<file path="config.mk">
export PLATFORM = sky130hd
export DESIGN_NAME = low_power_heartbeat_relay
export DESIGN_NICKNAME = d
export VERILOG_FILES = /design/src/prev_sample_mem.v /design/src/low_power_heartbeat_relay.v
export VERILOG_INCLUDE_DIRS = /design/src
export SDC_FILE = /design/constraint.sdc
export NUM_CORES = 2
export LEC_CHECK = 0
export ABC_AREA = 1
export BUFFER_PORTS_ARGS = -buffer_cell sky130_fd_sc_hd__buf_4
export CORE_ASPECT_RATIO = 0.75
export CORE_UTILIZATION = 57
export DETAILED_ROUTE_END_ITERATION = 7
export PLACE_DENSITY = 0.76
export RECOVER_POWER = 50
export SLEW_MARGIN = 10
export SYNTH_ARGS = -nofsm -noshare
export SYNTH_HDL_FRONTEND = slang
export SYNTH_SLANG_ARGS = --single-unit
export TNS_END_PERCENT = 100
</file>
<file path="constraint.sdc">
create_clock -name clk_i -period 13.8 [get_ports clk_i]
set_clock_uncertainty 0.15 [all_clocks]
set_input_delay 2.76 -clock clk_i [delete_from_list [all_inputs] [get_ports clk_i]]
set_output_delay 2.76 -clock clk_i [all_outputs]
set_load 0.05 [all_outputs]
</file>
<file path="src/low_power_monitoring_hb_regs.vh">
// Register map, field positions, reset values and timing for the heartbeat relay
`ifndef HEARTBEAT_RELAY_REGS_VH
`define HEARTBEAT_RELAY_REGS_VH

`define ADDR_CTRL 4'h0
`define ADDR_NDEV 4'h1
`define ADDR_CELL_UV 4'h2
`define ADDR_CELL_OV 4'h3
`define ADDR_CELL_DV 4'h4
`define ADDR_AUX_UV 4'h5
`define ADDR_AUX_OV 4'h6
`define ADDR_AUX_DV 4'h7
`define ADDR_CELL_MASK 4'h8
`define ADDR_AUX_MASK 4'h9
`define ADDR_FLAGS 4'hA
`define ADDR_STATUS 4'hB

`define CTRL_EN_BIT 0
`define CTRL_MGR_BIT 1

`define FLAG_CELL_UNDER 0
`define FLAG_CELL_OVER 1
`define FLAG_CELL_FALL 2
`define FLAG_CELL_RISE 3
`define FLAG_AUX_UNDER 4
`define FLAG_AUX_OVER 5
`define FLAG_AUX_FALL 6
`define FLAG_AUX_RISE 7

`define NDEV_RST 8'h42
`define COUNT_OFFSET 8'h42
`define UV_RST 16'h0000
`define OV_RST 16'hFFFF
`define DV_RST 16'hFFFF
`define FLAGS_ALL 8'hFF
`define FLAGS_NONE 8'h00
`define CLEAR_KEY 16'hFFFF

`define FRAME_BYTES 8
`define LAST_BYTE 3'h7
`define CLK_MHZ 200
`define START_DELAY_US 31000
`define MIN_RELAY_US 5000
`define PERIOD_US 1000000

`endif

</file>
<file path="src/prev_sample_mem.v">
// Previous-sample store, one word per input, registered read data
`timescale 1ns/1ps
module prev_sample_mem #(
  parameter WIDTH = 16,
  parameter DEPTH = 32,
  parameter AW = 5
) (
  // Clock
  input wire clk_i,
  // Write side
  input wire wr_en_i,
  input wire [AW-1:0] wr_addr_i,
  input wire [WIDTH-1:0] wr_data_i,
  // Read side
  input wire rd_en_i,
  input wire [AW-1:0] rd_addr_i,
  output reg [WIDTH-1:0] rd_data_o
);
  reg [WIDTH-1:0] mem [0:DEPTH-1];

  always @(posedge clk_i)
  begin
    if (wr_en_i)
      mem[wr_addr_i] <= wr_data_i;
    if (rd_en_i)
      rd_data_o <= mem[rd_addr_i];
  end
endmodule // prev_sample_mem

</file>
<file path="src/low_power_heartbeat_relay.v">
// Low-power limit checking and heartbeat frame relay for one chain monitor
//
// Our own choices: the strobed register port and the register addresses.
`timescale 1ns/1ps
`include "low_power_monitoring_hb_regs.vh"
module low_power_heartbeat_relay #(
  parameter SAMPLE_W = 16,
  parameter CELLS = 16,
  parameter AUXES = 10,
  parameter [31:0] START_DELAY_CYC = `START_DELAY_US * `CLK_MHZ,
  parameter [31:0] MIN_RELAY_CYC = `MIN_RELAY_US * `CLK_MHZ,
  parameter [31:0] PERIOD_CYC = `PERIOD_US * `CLK_MHZ,
  parameter [15:0] HB_CMD_CODE = 16'h0123,
  parameter [15:0] CHECK_POLY = 16'h8005,
  parameter [15:0] CHECK_SEED = 16'h0010
) (
  // Clock and reset
  input wire clk_i,
  input wire rst_i,
  // Register port
  input wire [3:0] addr_i,
  input wire [15:0] wdata_i,
  input wire wr_i,
  input wire rd_i,
  output reg [15:0] rdata_o,
  // Measurement stream
  output reg meas_req_o,
  input wire meas_valid_i,
  input wire meas_is_aux_i,
  input wire [3:0] meas_chan_i,
  input wire [SAMPLE_W-1:0] meas_value_i,
  input wire meas_done_i,
  input wire diag_fail_i,
  // Upstream heartbeat bytes
  input wire rx_valid_i,
  input wire rx_sof_i,
  input wire [7:0] rx_byte_i,
  // Downstream heartbeat bytes
  output wire tx_valid_o,
  output reg [7:0] tx_byte_o,
  output wire tx_last_o,
  input wire tx_ready_i
);
  localparam SLOTS = CELLS + AUXES;
  localparam AW = 5;
  localparam [31:0] AUX_BASE = CELLS;
  localparam [4:0] ST_IDLE = 5'b00001;
  localparam [4:0] ST_WAIT = 5'b00010;
  localparam [4:0] ST_MEAS = 5'b00100;
  localparam [4:0] ST_HOLD = 5'b01000;
  localparam [4:0] ST_SEND = 5'b10000;

  reg [4:0] state;
  reg [1:0] ctrl;
  reg [7:0] chain_device_count_cfg;
  reg [15:0] cell_under_limit;
  reg [15:0] cell_over_limit;
  reg [15:0] cell_delta_limit;
  reg [15:0] aux_under_limit;
  reg [15:0] aux_over_limit;
  reg [15:0] aux_delta_limit;
  reg [CELLS-1:0] cell_mask;
  reg [AUXES-1:0] aux_mask;
  reg [7:0] monitor_fault_flags;
  reg [7:0] last_tx_count;
  reg en_d;
  reg [31:0] timer;
  reg [31:0] relay_timer;
  reg done_seen;
  reg [7:0] up_count;
  reg [7:0] up_flags;
  reg [63:0] rx_shift;
  reg [2:0] rx_idx;
  reg [63:0] tx_frame;
  reg [2:0] tx_idx;
  reg s1_valid;
  reg s1_aux;
  reg [AW-1:0] s1_slot;
  reg [SAMPLE_W-1:0] s1_value;
  reg [SLOTS-1:0] prev_ok;
  wire [SAMPLE_W-1:0] prev_value;

  wire enabled = ctrl[`CTRL_EN_BIT];
  wire manager = ctrl[`CTRL_MGR_BIT];
  wire enable_rise = enabled & ~en_d;
  wire [AW-1:0] in_slot = meas_is_aux_i ? (AUX_BASE[AW-1:0] + {1'b0, meas_chan_i}) :
                                           {1'b0, meas_chan_i};
  wire in_masked = meas_is_aux_i ? aux_mask[meas_chan_i] : cell_mask[meas_chan_i];
  wire take_sample = (state == ST_MEAS) & meas_valid_i & ~in_masked;

  function [15:0] check16;
    input [15:0] data;
    integer i;
    reg [15:0] crc;
    begin
      crc = CHECK_SEED;
      for (i = 15; i >= 0; i = i - 1)
        crc = {crc[14:0], 1'b0} ^ ((crc[15] ^ data[i]) ? CHECK_POLY : 16'h0000);
      check16 = crc;
    end
  endfunction

  prev_sample_mem #(
    .WIDTH(SAMPLE_W),
    .DEPTH(32),
    .AW(AW)
  ) u_prev (
    .clk_i(clk_i),
    .wr_en_i(s1_valid),
    .wr_addr_i(s1_slot),
    .wr_data_i(s1_value),
    .rd_en_i(take_sample),
    .rd_addr_i(in_slot),
    .rd_data_o(prev_value)
  );

  // Limit selection and comparisons on the staged sample
  wire [15:0] lim_under = s1_aux ? aux_under_limit : cell_under_limit;
  wire [15:0] lim_over = s1_aux ? aux_over_limit : cell_over_limit;
  wire [15:0] lim_delta = s1_aux ? aux_delta_limit : cell_delta_limit;
  wire has_prev = prev_ok[s1_slot];
  wire hit_under = s1_value < lim_under;
  wire hit_over = s1_value > lim_over;
  wire hit_rise = has_prev & (s1_value > prev_value) &
                  ((s1_value - prev_value) > lim_delta);
  wire hit_fall = has_prev & (prev_value > s1_value) &
                  ((prev_value - s1_value) > lim_delta);
  wire [3:0] hits = {hit_rise, hit_fall, hit_over, hit_under};
  wire [7:0] sample_flags = s1_valid ? (s1_aux ? {hits, 4'h0} : {4'h0, hits}) : 8'h00;

  // Sample pipeline and per-input history validity
  always @(posedge clk_i or posedge rst_i)
  begin
    if (rst_i)
    begin
      s1_valid <= 1'b0;
      s1_aux <= 1'b0;
      s1_slot <= 5'h00;
      s1_value <= 16'h0000;
    end
    else
    begin
      s1_valid <= take_sample;
      s1_aux <= meas_is_aux_i;
      s1_slot <= in_slot;
      s1_value <= meas_value_i;
    end
  end

  genvar g;
  generate
    for (g = 0; g < SLOTS; g = g + 1)
    begin : g_hist
      always @(posedge clk_i or posedge rst_i)
      begin
        if (rst_i)
          prev_ok[g] <= 1'b0;
        else if (enable_rise)
          prev_ok[g] <= 1'b0;
        else if (s1_valid && s1_slot == g)
          prev_ok[g] <= 1'b1;
      end
    end
  endgenerate

  // Sticky flags: hardware set wins over a software clear in the same cycle
  wire flag_clear = wr_i & (addr_i == `ADDR_FLAGS) & (wdata_i == `CLEAR_KEY);
  wire diag_hit = (state == ST_MEAS) & diag_fail_i;
  always @(posedge clk_i or posedge rst_i)
  begin
    if (rst_i)
      monitor_fault_flags <= `FLAGS_NONE;
    else if (diag_hit)
      monitor_fault_flags <= `FLAGS_ALL;
    else
      monitor_fault_flags <= (flag_clear ? `FLAGS_NONE : monitor_fault_flags) |
                             sample_flags;
  end

  // Register writes
  always @(posedge clk_i or posedge rst_i)
  begin
    if (rst_i)
    begin
      ctrl <= 2'h0;
      chain_device_count_cfg <= `NDEV_RST;
      cell_under_limit <= `UV_RST;
      cell_over_limit <= `OV_RST;
      cell_delta_limit <= `DV_RST;
      aux_under_limit <= `UV_RST;
      aux_over_limit <= `OV_RST;
      aux_delta_limit <= `DV_RST;
      cell_mask <= {CELLS{1'b0}};
      aux_mask <= {AUXES{1'b0}};
    end
    else if (wr_i)
    begin
      case (addr_i)
        `ADDR_CTRL: ctrl <= wdata_i[1:0];
        `ADDR_NDEV: chain_device_count_cfg <= wdata_i[7:0];
        `ADDR_CELL_UV: cell_under_limit <= wdata_i;
        `ADDR_CELL_OV: cell_over_limit <= wdata_i;
        `ADDR_CELL_DV: cell_delta_limit <= wdata_i;
        `ADDR_AUX_UV: aux_under_limit <= wdata_i;
        `ADDR_AUX_OV: aux_over_limit <= wdata_i;
        `ADDR_AUX_DV: aux_delta_limit <= wdata_i;
        `ADDR_CELL_MASK: cell_mask <= wdata_i[CELLS-1:0];
        `ADDR_AUX_MASK: aux_mask <= wdata_i[AUXES-1:0];
        default: ;
      endcase
    end
  end

  // Register reads, data valid only in the cycle after the strobe
  always @(posedge clk_i or posedge rst_i)
  begin
    if (rst_i)
      rdata_o <= 16'h0000;
    else if (!rd_i)
      rdata_o <= 16'h0000;
    else
    begin
      case (addr_i)
        `ADDR_CTRL: rdata_o <= {14'h0000, ctrl};
        `ADDR_NDEV: rdata_o <= {8'h00, chain_device_count_cfg};
        `ADDR_CELL_UV: rdata_o <= cell_under_limit;
        `ADDR_CELL_OV: rdata_o <= cell_over_limit;
        `ADDR_CELL_DV: rdata_o <= cell_delta_limit;
        `ADDR_AUX_UV: rdata_o <= aux_under_limit;
        `ADDR_AUX_OV: rdata_o <= aux_over_limit;
        `ADDR_AUX_DV: rdata_o <= aux_delta_limit;
        `ADDR_CELL_MASK: rdata_o <= {{(16-CELLS){1'b0}}, cell_mask};
        `ADDR_AUX_MASK: rdata_o <= {{(16-AUXES){1'b0}}, aux_mask};
        `ADDR_FLAGS: rdata_o <= {8'h00, monitor_fault_flags};
        `ADDR_STATUS: rdata_o <= {3'h0, state, last_tx_count};
        default: rdata_o <= 16'h0000;
      endcase
    end
  end

  // Upstream frame capture and check-code test
  wire [63:0] rx_full = {rx_shift[55:0], rx_byte_i};
  wire rx_end = rx_valid_i & (rx_sof_i ? 1'b0 : (rx_idx == `LAST_BYTE));
  wire rx_cmd_ok = (rx_full[63:48] == HB_CMD_CODE) &
                   (rx_full[47:32] == check16(rx_full[63:48]));
  wire rx_pay_ok = rx_full[15:0] == check16(rx_full[31:16]);
  wire rx_good = rx_end & rx_cmd_ok & rx_pay_ok;
  wire rx_take = rx_good & enabled & ~manager & (state == ST_IDLE);

  always @(posedge clk_i or posedge rst_i)
  begin
    if (rst_i)
    begin
      rx_shift <= 64'h0000_0000_0000_0000;
      rx_idx <= 3'h0;
      up_count <= 8'h00;
      up_flags <= 8'h00;
    end
    else
    begin
      if (rx_valid_i)
      begin
        rx_shift <= rx_full;
        rx_idx <= rx_sof_i ? 3'h1 : rx_idx + 3'h1;
      end
      if (rx_take)
      begin
        up_count <= rx_full[31:24];
        up_flags <= rx_full[23:16];
      end
    end
  end

  // Outgoing frame contents
  wire [7:0] base_count = manager ? chain_device_count_cfg : up_count;
  wire clean = (monitor_fault_flags == `FLAGS_NONE);
  wire [7:0] out_count = clean ? base_count - 8'h01 : base_count;
  wire [7:0] out_flags = (manager ? `FLAGS_NONE : up_flags) | monitor_fault_flags;
  wire [15:0] out_payload = {out_count, out_flags};
  wire [63:0] out_frame = {HB_CMD_CODE, check16(HB_CMD_CODE),
                           out_payload, check16(out_payload)};
  wire meas_finished = done_seen & ~s1_valid & ~take_sample;

  assign tx_valid_o = (state == ST_SEND);
  assign tx_last_o = tx_valid_o & (tx_idx == `LAST_BYTE);

  // Sequencing
  always @(posedge clk_i or posedge rst_i)
  begin
    if (rst_i)
    begin
      state <= ST_IDLE;
      en_d <= 1'b0;
      timer <= 32'h0000_0000;
      relay_timer <= 32'h0000_0000;
      done_seen <= 1'b0;
      meas_req_o <= 1'b0;
      tx_frame <= 64'h0000_0000_0000_0000;
      tx_byte_o <= 8'h00;
      tx_idx <= 3'h0;
      last_tx_count <= 8'h00;
    end
    else
    begin
      en_d <= enabled;
      meas_req_o <= 1'b0;
      if (relay_timer != 32'h0000_0000)
        relay_timer <= relay_timer - 32'h0000_0001;
      if (meas_done_i && state == ST_MEAS)
        done_seen <= 1'b1;
      if (!enabled)
        state <= ST_IDLE;
      else
      begin
        case (state)
          ST_IDLE:
          begin
            if (enable_rise && manager)
            begin
              timer <= START_DELAY_CYC;
              state <= ST_WAIT;
            end
            else if (rx_take)
            begin
              relay_timer <= MIN_RELAY_CYC;
              done_seen <= 1'b0;
              meas_req_o <= 1'b1;
              state <= ST_MEAS;
            end
          end
          ST_WAIT:
          begin
            if (timer <= 32'h0000_0001)
            begin
              done_seen <= 1'b0;
              meas_req_o <= 1'b1;
              state <= ST_MEAS;
            end
            else
              timer <= timer - 32'h0000_0001;
          end
          ST_MEAS:
          begin
            if (meas_finished)
              state <= ST_HOLD;
          end
          ST_HOLD:
          begin
            // Hold keeps a fast relay from outrunning the downstream wake-up
            if (relay_timer == 32'h0000_0000 || manager)
            begin
              tx_frame <= {out_frame[55:0], 8'h00};
              tx_byte_o <= out_frame[63:56];
              tx_idx <= 3'h0;
              last_tx_count <= out_count;
              state <= ST_SEND;
            end
          end
          ST_SEND:
          begin
            if (tx_ready_i)
            begin
              tx_byte_o <= tx_frame[63:56];
              tx_frame <= {tx_frame[55:0], 8'h00};
              tx_idx <= tx_idx + 3'h1;
              if (tx_idx == `LAST_BYTE)
              begin
                timer <= PERIOD_CYC;
                state <= manager ? ST_WAIT : ST_IDLE;
              end
            end
          end
          default: state <= ST_IDLE;
        endcase
      end
    end
  end
endmodule // low_power_heartbeat_relay

</file>
# ---- Yosys cells after proc, flatten, opt, wreduce, memory -nomap -nowiden
# Memories as Yosys holds them, arrays and structs flattened. A register that Yosys moved wholly into a read port is not among the register bits.
# Cells that the tools add are included.
dict set report op_classes {
  add_sub_neg 8
  n_lt_le_gt_ge 9
  n_eq_ne 58
  muxes 164
  bitwise 120
  n_reduce_logical 76
}
# operator count
set op_table {}
lappend op_table {{2-to-1 mux 16 bit} 52}
lappend op_table {{bitwise XOR 16 bit} 45}
lappend op_table {{2-to-1 mux 32 bit} 9}
lappend op_table {{case mux 16 bit (12 select lines)} 1}
lappend op_table {{2-to-1 mux 64 bit} 2}
lappend op_table {{case mux 64 bit (2 select lines)} 1}
lappend op_table {{case mux 32 bit (3 select lines)} 1}
lappend op_table {{> comparator 16 bit} 5}
lappend op_table {{2-to-1 mux 8 bit} 9}
lappend op_table {{2-to-1 mux 1 bit} 68}
lappend op_table {{subtractor 32 x 1 -> 32 bit (second input constant)} 2}
lappend op_table {{== test 5 bit (second input constant)} 11}
lappend op_table {{nonzero test 2 bit} 27}
lappend op_table {{== test 5 x 4 -> 1 bit (second input constant)} 9}
lappend op_table {{2-to-1 mux 5 bit} 9}
lappend op_table {{bitwise XOR 1 bit} 45}
lappend op_table {{== test 16 bit} 2}
lappend op_table {{less-or-equal comparator 32 x 1 -> 1 bit (second input constant)} 1}
lappend op_table {{logical NOT 32 bit} 1}
lappend op_table {{nonzero test 32 bit} 1}
lappend op_table {{subtractor 16 bit} 2}
lappend op_table {{logical AND 1 bit} 28}
lappend op_table {{== test 5 x 3 -> 1 bit (second input constant)} 5}
lappend op_table {{case mux 5 bit (5 select lines)} 1}
lappend op_table {{39 further kinds} 98}
dict set report word_totals {
  register_bits 435
  ram_bits 512
  inputBits 59
  output_inout_bits 27
  word_cells 492
  memories 1
}
# memory words width read_ports rd_clocked_by_memory_dff wr line
set memory_table {}
lappend memory_table {u_prev.mem 32 16 1 1 1 prev_sample_mem.v:19} ;# reg [WIDTH-1:0] mem [0:DEPTH-1];

# ---- Longest topological paths before layout
dict set report logic_depth {
  ltp_word 57
  mapped_depth 25
  ltp_nobuf 25
}

# ---- By module
# From an unflattened synthesis, not the netlist that was laid out.
dict set report unflattened {
  cells_unflattened 4796
  hier_area_um2 45479.9
}
# mod instances cells_per_inst area_per_inst_um2 seq_area_each_um2
set by_module_without_submodules {}
lappend by_module_without_submodules {low_power_heartbeat_relay 1 3002 24018.0 10744.1}
lappend by_module_without_submodules {prev_sample_mem 1 1794 21461.8 15855.2}

# ---- Worst setup path before layout
# OpenSTA, ideal clock, no wires.
dict set report synth_path {
  kind {input to register}
  start {input meas_chan_i[0]}
  end {register state[0]}
  setup_time_ns 0.072
  arrival_ns 5.064
  required_ns 13.578
  path_slack_ns 8.513
  cell_stages 15
  n_path_buf 2
  path_cell_list {clkbuf_1 -> inv_1 -> clkbuf_1 -> o21ai_0 -> nand3_1 -> nand3_1 -> nand3_1 -> nand2_1 -> nand2_1 -> nor2_1 -> o311ai_0 -> nand3_1 -> a21oi_1 -> nand2_1 -> inv_1}
}
dict set report synth_between {
  elab_chain_cells 9
  elab_cells_between_ends 11
  cone_classes {eq/ne: 1; mux: 5; bitwise: 4; reduce/logical: 1}
}
# element line
set synth_lines {}
lappend synth_lines {{from (decl)} low_power_heartbeat_relay.v:30} ;# input wire [3:0] meas_chan_i,
lappend synth_lines {{binary-select mux 1 bit (select 4 bit)} low_power_heartbeat_relay.v:88} ;# wire in_masked = meas_is_aux_i ? aux_mask[meas_chan_i] : cell_mask[meas_chan_i];
lappend synth_lines {{2-to-1 mux 1 bit (not written as such)} low_power_heartbeat_relay.v:88}
lappend synth_lines {{2-to-1 mux 1 bit *} low_power_heartbeat_relay.v:88}
lappend synth_lines {{NOT 1 bit *} low_power_heartbeat_relay.v:89} ;# wire take_sample = (state == ST_MEAS) & meas_valid_i & ~in_masked;
lappend synth_lines {{bitwise AND 1 bit *} low_power_heartbeat_relay.v:89}
lappend synth_lines {{via take_sample} low_power_heartbeat_relay.v:89}
lappend synth_lines {{NOT 1 bit *} low_power_heartbeat_relay.v:282} ;# wire meas_finished = done_seen & ~s1_valid & ~take_sample;
lappend synth_lines {{bitwise AND 1 bit *} low_power_heartbeat_relay.v:282}
lappend synth_lines {{inequality test 3 bit (no source line) *} -}
lappend synth_lines {{AND reduction 6 bit (no source line) *} -}
lappend synth_lines {{to (signal assigned)} low_power_heartbeat_relay.v:369} ;# state <= manager ? ST_WAIT : ST_IDLE;
lappend synth_lines {{to (decl)} low_power_heartbeat_relay.v:53} ;# reg [4:0] state;
# The timed path passes the listed nets; every way through them passes the cells marked *. The select of a mux whose other input is x is not followed.
# A chain may end at the register's enable or synchronous reset.

# ---- Worst setup path in the final report
dict set report layout_path {
  start {register s1_aux}
  end {register monitor_fault_flags[3]}
}
dict set report layout_between {
  elab_chain_cells 7
}
# element line
set layout_lines {}
lappend layout_lines {{from (decl)} low_power_heartbeat_relay.v:77} ;# reg s1_aux;
lappend layout_lines {{from (signal assigned)} low_power_heartbeat_relay.v:144} ;# s1_aux <= meas_is_aux_i;
lappend layout_lines {{2-to-1 mux 16 bit} low_power_heartbeat_relay.v:120} ;# wire [15:0] lim_delta = s1_aux ? aux_delta_limit : cell_delta_limit;
lappend layout_lines {{> comparator 16 bit} low_power_heartbeat_relay.v:125} ;# ((s1_value - prev_value) > lim_delta);
lappend layout_lines {{bitwise AND 1 bit} low_power_heartbeat_relay.v:124} ;# wire hit_rise = has_prev & (s1_value > prev_value) &
lappend layout_lines {{2-to-1 mux 8 bit * (2 in series)} low_power_heartbeat_relay.v:129} ;# wire [7:0] sample_flags = s1_valid ? (s1_aux ? {hits, 4'h0} : {4'h0, hits}) : 8'h00;
lappend layout_lines {{bitwise OR 8 bit *} low_power_heartbeat_relay.v:176} ;# monitor_fault_flags <= (flag_clear ? `FLAGS_NONE : monitor_fault_flags) |
lappend layout_lines {{2-to-1 mux 8 bit *} low_power_heartbeat_relay.v:173} ;# else if (diag_hit)
lappend layout_lines {{to (signal assigned)} low_power_heartbeat_relay.v:172} ;# monitor_fault_flags <= `FLAGS_NONE;
lappend layout_lines {{to (signal assigned)} low_power_heartbeat_relay.v:174} ;# monitor_fault_flags <= `FLAGS_ALL;
lappend layout_lines {{to (signal assigned)} low_power_heartbeat_relay.v:176}
lappend layout_lines {{to (decl)} low_power_heartbeat_relay.v:64} ;# reg [7:0] monitor_fault_flags;
# Mark *: on every way between the ends. The rest lies on a longest branch, timed or not.

==> results_dict.tcl <==
set metrics [dict create \
    grt_pass1_vias 32300 \
    ctsLongestPathBuffers 3 \
    drv_cap 16 \
    root_buffer "clkbuf_16" \
    clock-sinks 954 \
    slew_viol_final 615 \
    drt_iter0_markers 4702 \
    drt-wirelength-per-cell_um 22.5 \
    hold_buffers 0 \
    avgSynthCellArea_um2 10.1 \
    start_util 0.577 \
    worstSetupPathType "register to register" \
    antenna_found_initial 8 \
    vias 34400 \
    synthFlopType "edfxtp_1" \
    fmax_mhz 157 \
    grt_use_total 0.313 \
    slowest_stage "clkbuf_1" \
    async_flop_share 0.447 \
    cp-start-kind "register" \
    nets 4616 \
    rsz0062_at_grt "no" \
    rows 88 \
    cp_max_fo 75 \
    p_clk_frac 0.375 \
    crit_path_cell_trace "clkbuf_1, o21ai_0, ha_1, nand4_1, o221ai_1, nand2_1, a221oi_1, nand2_1, nand3_1" \
    drcViolationCount 0 \
    arrival_ns 6.82 \
    dr.pass1.iters 6 \
    ys_seq_elements 954 \
    violations "capacitance limit, slew limit" \
    wirelength_mm 125 \
    io_pins 86 \
    placement.cell_area_um2 46100 \
    syn_inst 4409 \
    grt_max_degree 187 \
    clock_latency_ns 0.67 \
    status "finished with violations" \
    yosysSeqAreaShare 0.599 \
    fill_cells 6039 \
    max_stage_delay_ns 2.48 \
    ir_drop_mv 0.137 \
    stdcell_area_um2 49100 \
    p_leak_uw 0.0196 \
    syn_nets 4580 \
    grt_pass1_wl_mm 190 \
    coreArea_um2 77000 \
    netlist_area_um2 44400 \
    port-buffer-count 85 \
    dpl.hpwl_mm 80.1 \
    cp_common_cell "nand2_1" \
    power_uw 7000 \
    period_minus_slack_ns 6.38 \
    ys_warn_count 0 \
    h-tree-depth 3 \
    place.gp.congestion 0.974 \
    cts_resized 0 \
    avgViaCountPerCell 6.19 \
    intPower_uw 5050 \
    finalSetupTns_ns 0 \
    synth.largest_area_cell "edfxtp_1" \
    fin_crit_sh 0.462 \
    ant_nets 0 \
    path_buf_inv 1 \
    p_per_area_nw_per_um2 143 \
    setup_viol 0 \
    worst_slew_pin_slew_ns 3.57 \
    grt-ovfl-total 0 \
    cts_tree "built" \
    synth_area_leaders "edfxtp_1 (36%), dfrtp_1 (20%), o21ai_0 (7.2%), nand2_1 (5.4%), nor2_1 (4.3%)" \
    seq_power_share 0.474 \
    post_cts_buffers 0 \
    relSlewSlack -1.38 \
    critPathRequiredTime_ns 14.24 \
    p_sw_frac 0.279 \
    report.final.hold_viol_count 0 \
    die_w_um 324 \
    dieArea_um2 79100 \
    synth_cell_types 68 \
    synth.top_cell.area_share 0.357 \
    die_h_um 244 \
    final_layout_size_suffix_gt1_frac 0.0992 \
    crit_family "buffers and inverters" \
    cp-end-kind "register" \
    synth_edf_count 528 \
    p_sw_uw 1960 \
    hold_path_class "register to register" \
    cts_buffers 91 \
    power_frac_comb 0.151 \
    area_delta_synth_final_pct 10.6 \
    clk_pin_slew_worst_paths_ns 0.07 \
]
layout by cell type, fill, tap and decap left out, types with 78 or more instances in the layout:
master,netlist,routed
a21oi_1,117,117
buf_4,0,91
clkbuf_16,0,93
dfrtp_1,359,358
edfxtp_1,528,528
ha_1,110,110
inv_1,418,414
nand2_1,634,634
nand3_1,140,140
nor2_1,514,501
o21ai_0,635,635
o221ai_1,114,114
xor2_1,78,78
cell usage after synthesis (38+ instances only):
cell type	number
nand4_1	38
a221oi_1	43
inv_1	418
clkbuf_1	189
nand2_1	634
o21ai_0	635
o221ai_1	114
a21oi_1	117
edfxtp_1	528
nand3_1	140
dfrtp_1	359
nor2_1	514
dfstp_2	67
o22ai_1	70
ha_1	110
xor2_1	78
sequential cells by signal, indices dropped and copies added, names as in the netlist, 26 cells and up:
signal       count
u_prev.mem     512
rx_shift        56
tx_frame        56
relay_timer     32
timer           32
prev_ok         26
worst register-to-register path: cells and delay by family (launching register included):
kind | cells | cell delay, ns
AND/OR/NAND/NOR | 4 | 0.44
adder cells (fa/ha/maj) | 1 | 0.62
AO/OA/AOI/OAI | 3 | 2.26
flip-flops | 1 | 0.35
buffers and inverters | 1 | 2.48
power groups by stage:
stage	clock [uW]	sequential [uW]	combinational, uW
5_1_grt	2750	3340	1170
6_report	2630	3320	1050
3_5_place_dp	0	3370	1030
3_3_place_gp	0	3360	999
2_1_floorplan	0	3350	733
4_1_cts	2640	3310	1040
per-stage QoR:
stage	utilization	hold WS [ns]	cells	worst slack, ns
after CTS	0.640	0.324	5559	7.75
after global routing	0.638	0.347	5561	7.18
final	0.638	0.327	5564	7.42
after floorplan	-	0.299	4409	5.20
after global placement	0.599	0.311	5387	7.09
after detailed placement	0.599	0.316	5387	7.06
cell families (layout without fill, tap and decap cells):
| group | count (synthesis) | in the layout | share of synthesized area |
|---|---|---|---|
| AND/OR/NAND/NOR | 1443 | 1443 | 0.135 |
| AO/OA/AOI/OAI | 1131 | 1131 | 0.153 |
| flip-flops | 954 | 954 | 0.599 |
| buffers and inverters | 643 | 758 | 0.0556 |
| XOR/XNOR | 116 | 116 | 0.0235 |
| adder cells (fa/ha/maj) | 112 | 112 | 0.0319 |
| multiplexers | 10 | 10 | 0.00225 |
| other | 0 | 5 | 0 |
layout make-up:
cell class	instances	area [um2]	share of cell area
tap	1035	1290	0.0264
clock buffer	120	2540	0.0518
multi-input combinational	2812	15400	0.313
timing repair buffer	155	1030	0.0209
sequential	954	26600	0.542
clock inverter	52	616	0.0125
antenna	5	12.5	0.000255
inverter	431	1630	0.0332
layer usage:
metal	up-vias	GRT usage	wire (um)
met5	-	0	33
met1	16600	0.462	51900
met4	4	0.115	4390
li1	15400	-	-
met3	320	0.0869	17000
met2	2101	0.440	51800
worst paths after layout:
kind / start / slack, ns / cells after the start / end
worst min-delay path: rx_shift[8] / 0.33 / 2 / rx_shift[16]
min in group asynchronous: rst_i / 2.05 / 2 / timer[25]
worst max register to register: s1_aux / 7.42 / 9 / monitor_fault_flags[3]
worst max-delay path: s1_aux / 7.42 / 9 / monitor_fault_flags[3]
worst min register to register: rx_shift[8] / 0.33 / 2 / rx_shift[16]
max in group asynchronous: rst_i / 9.08 / 4 / s1_value[5]
(Power assumes the default switching activity.)
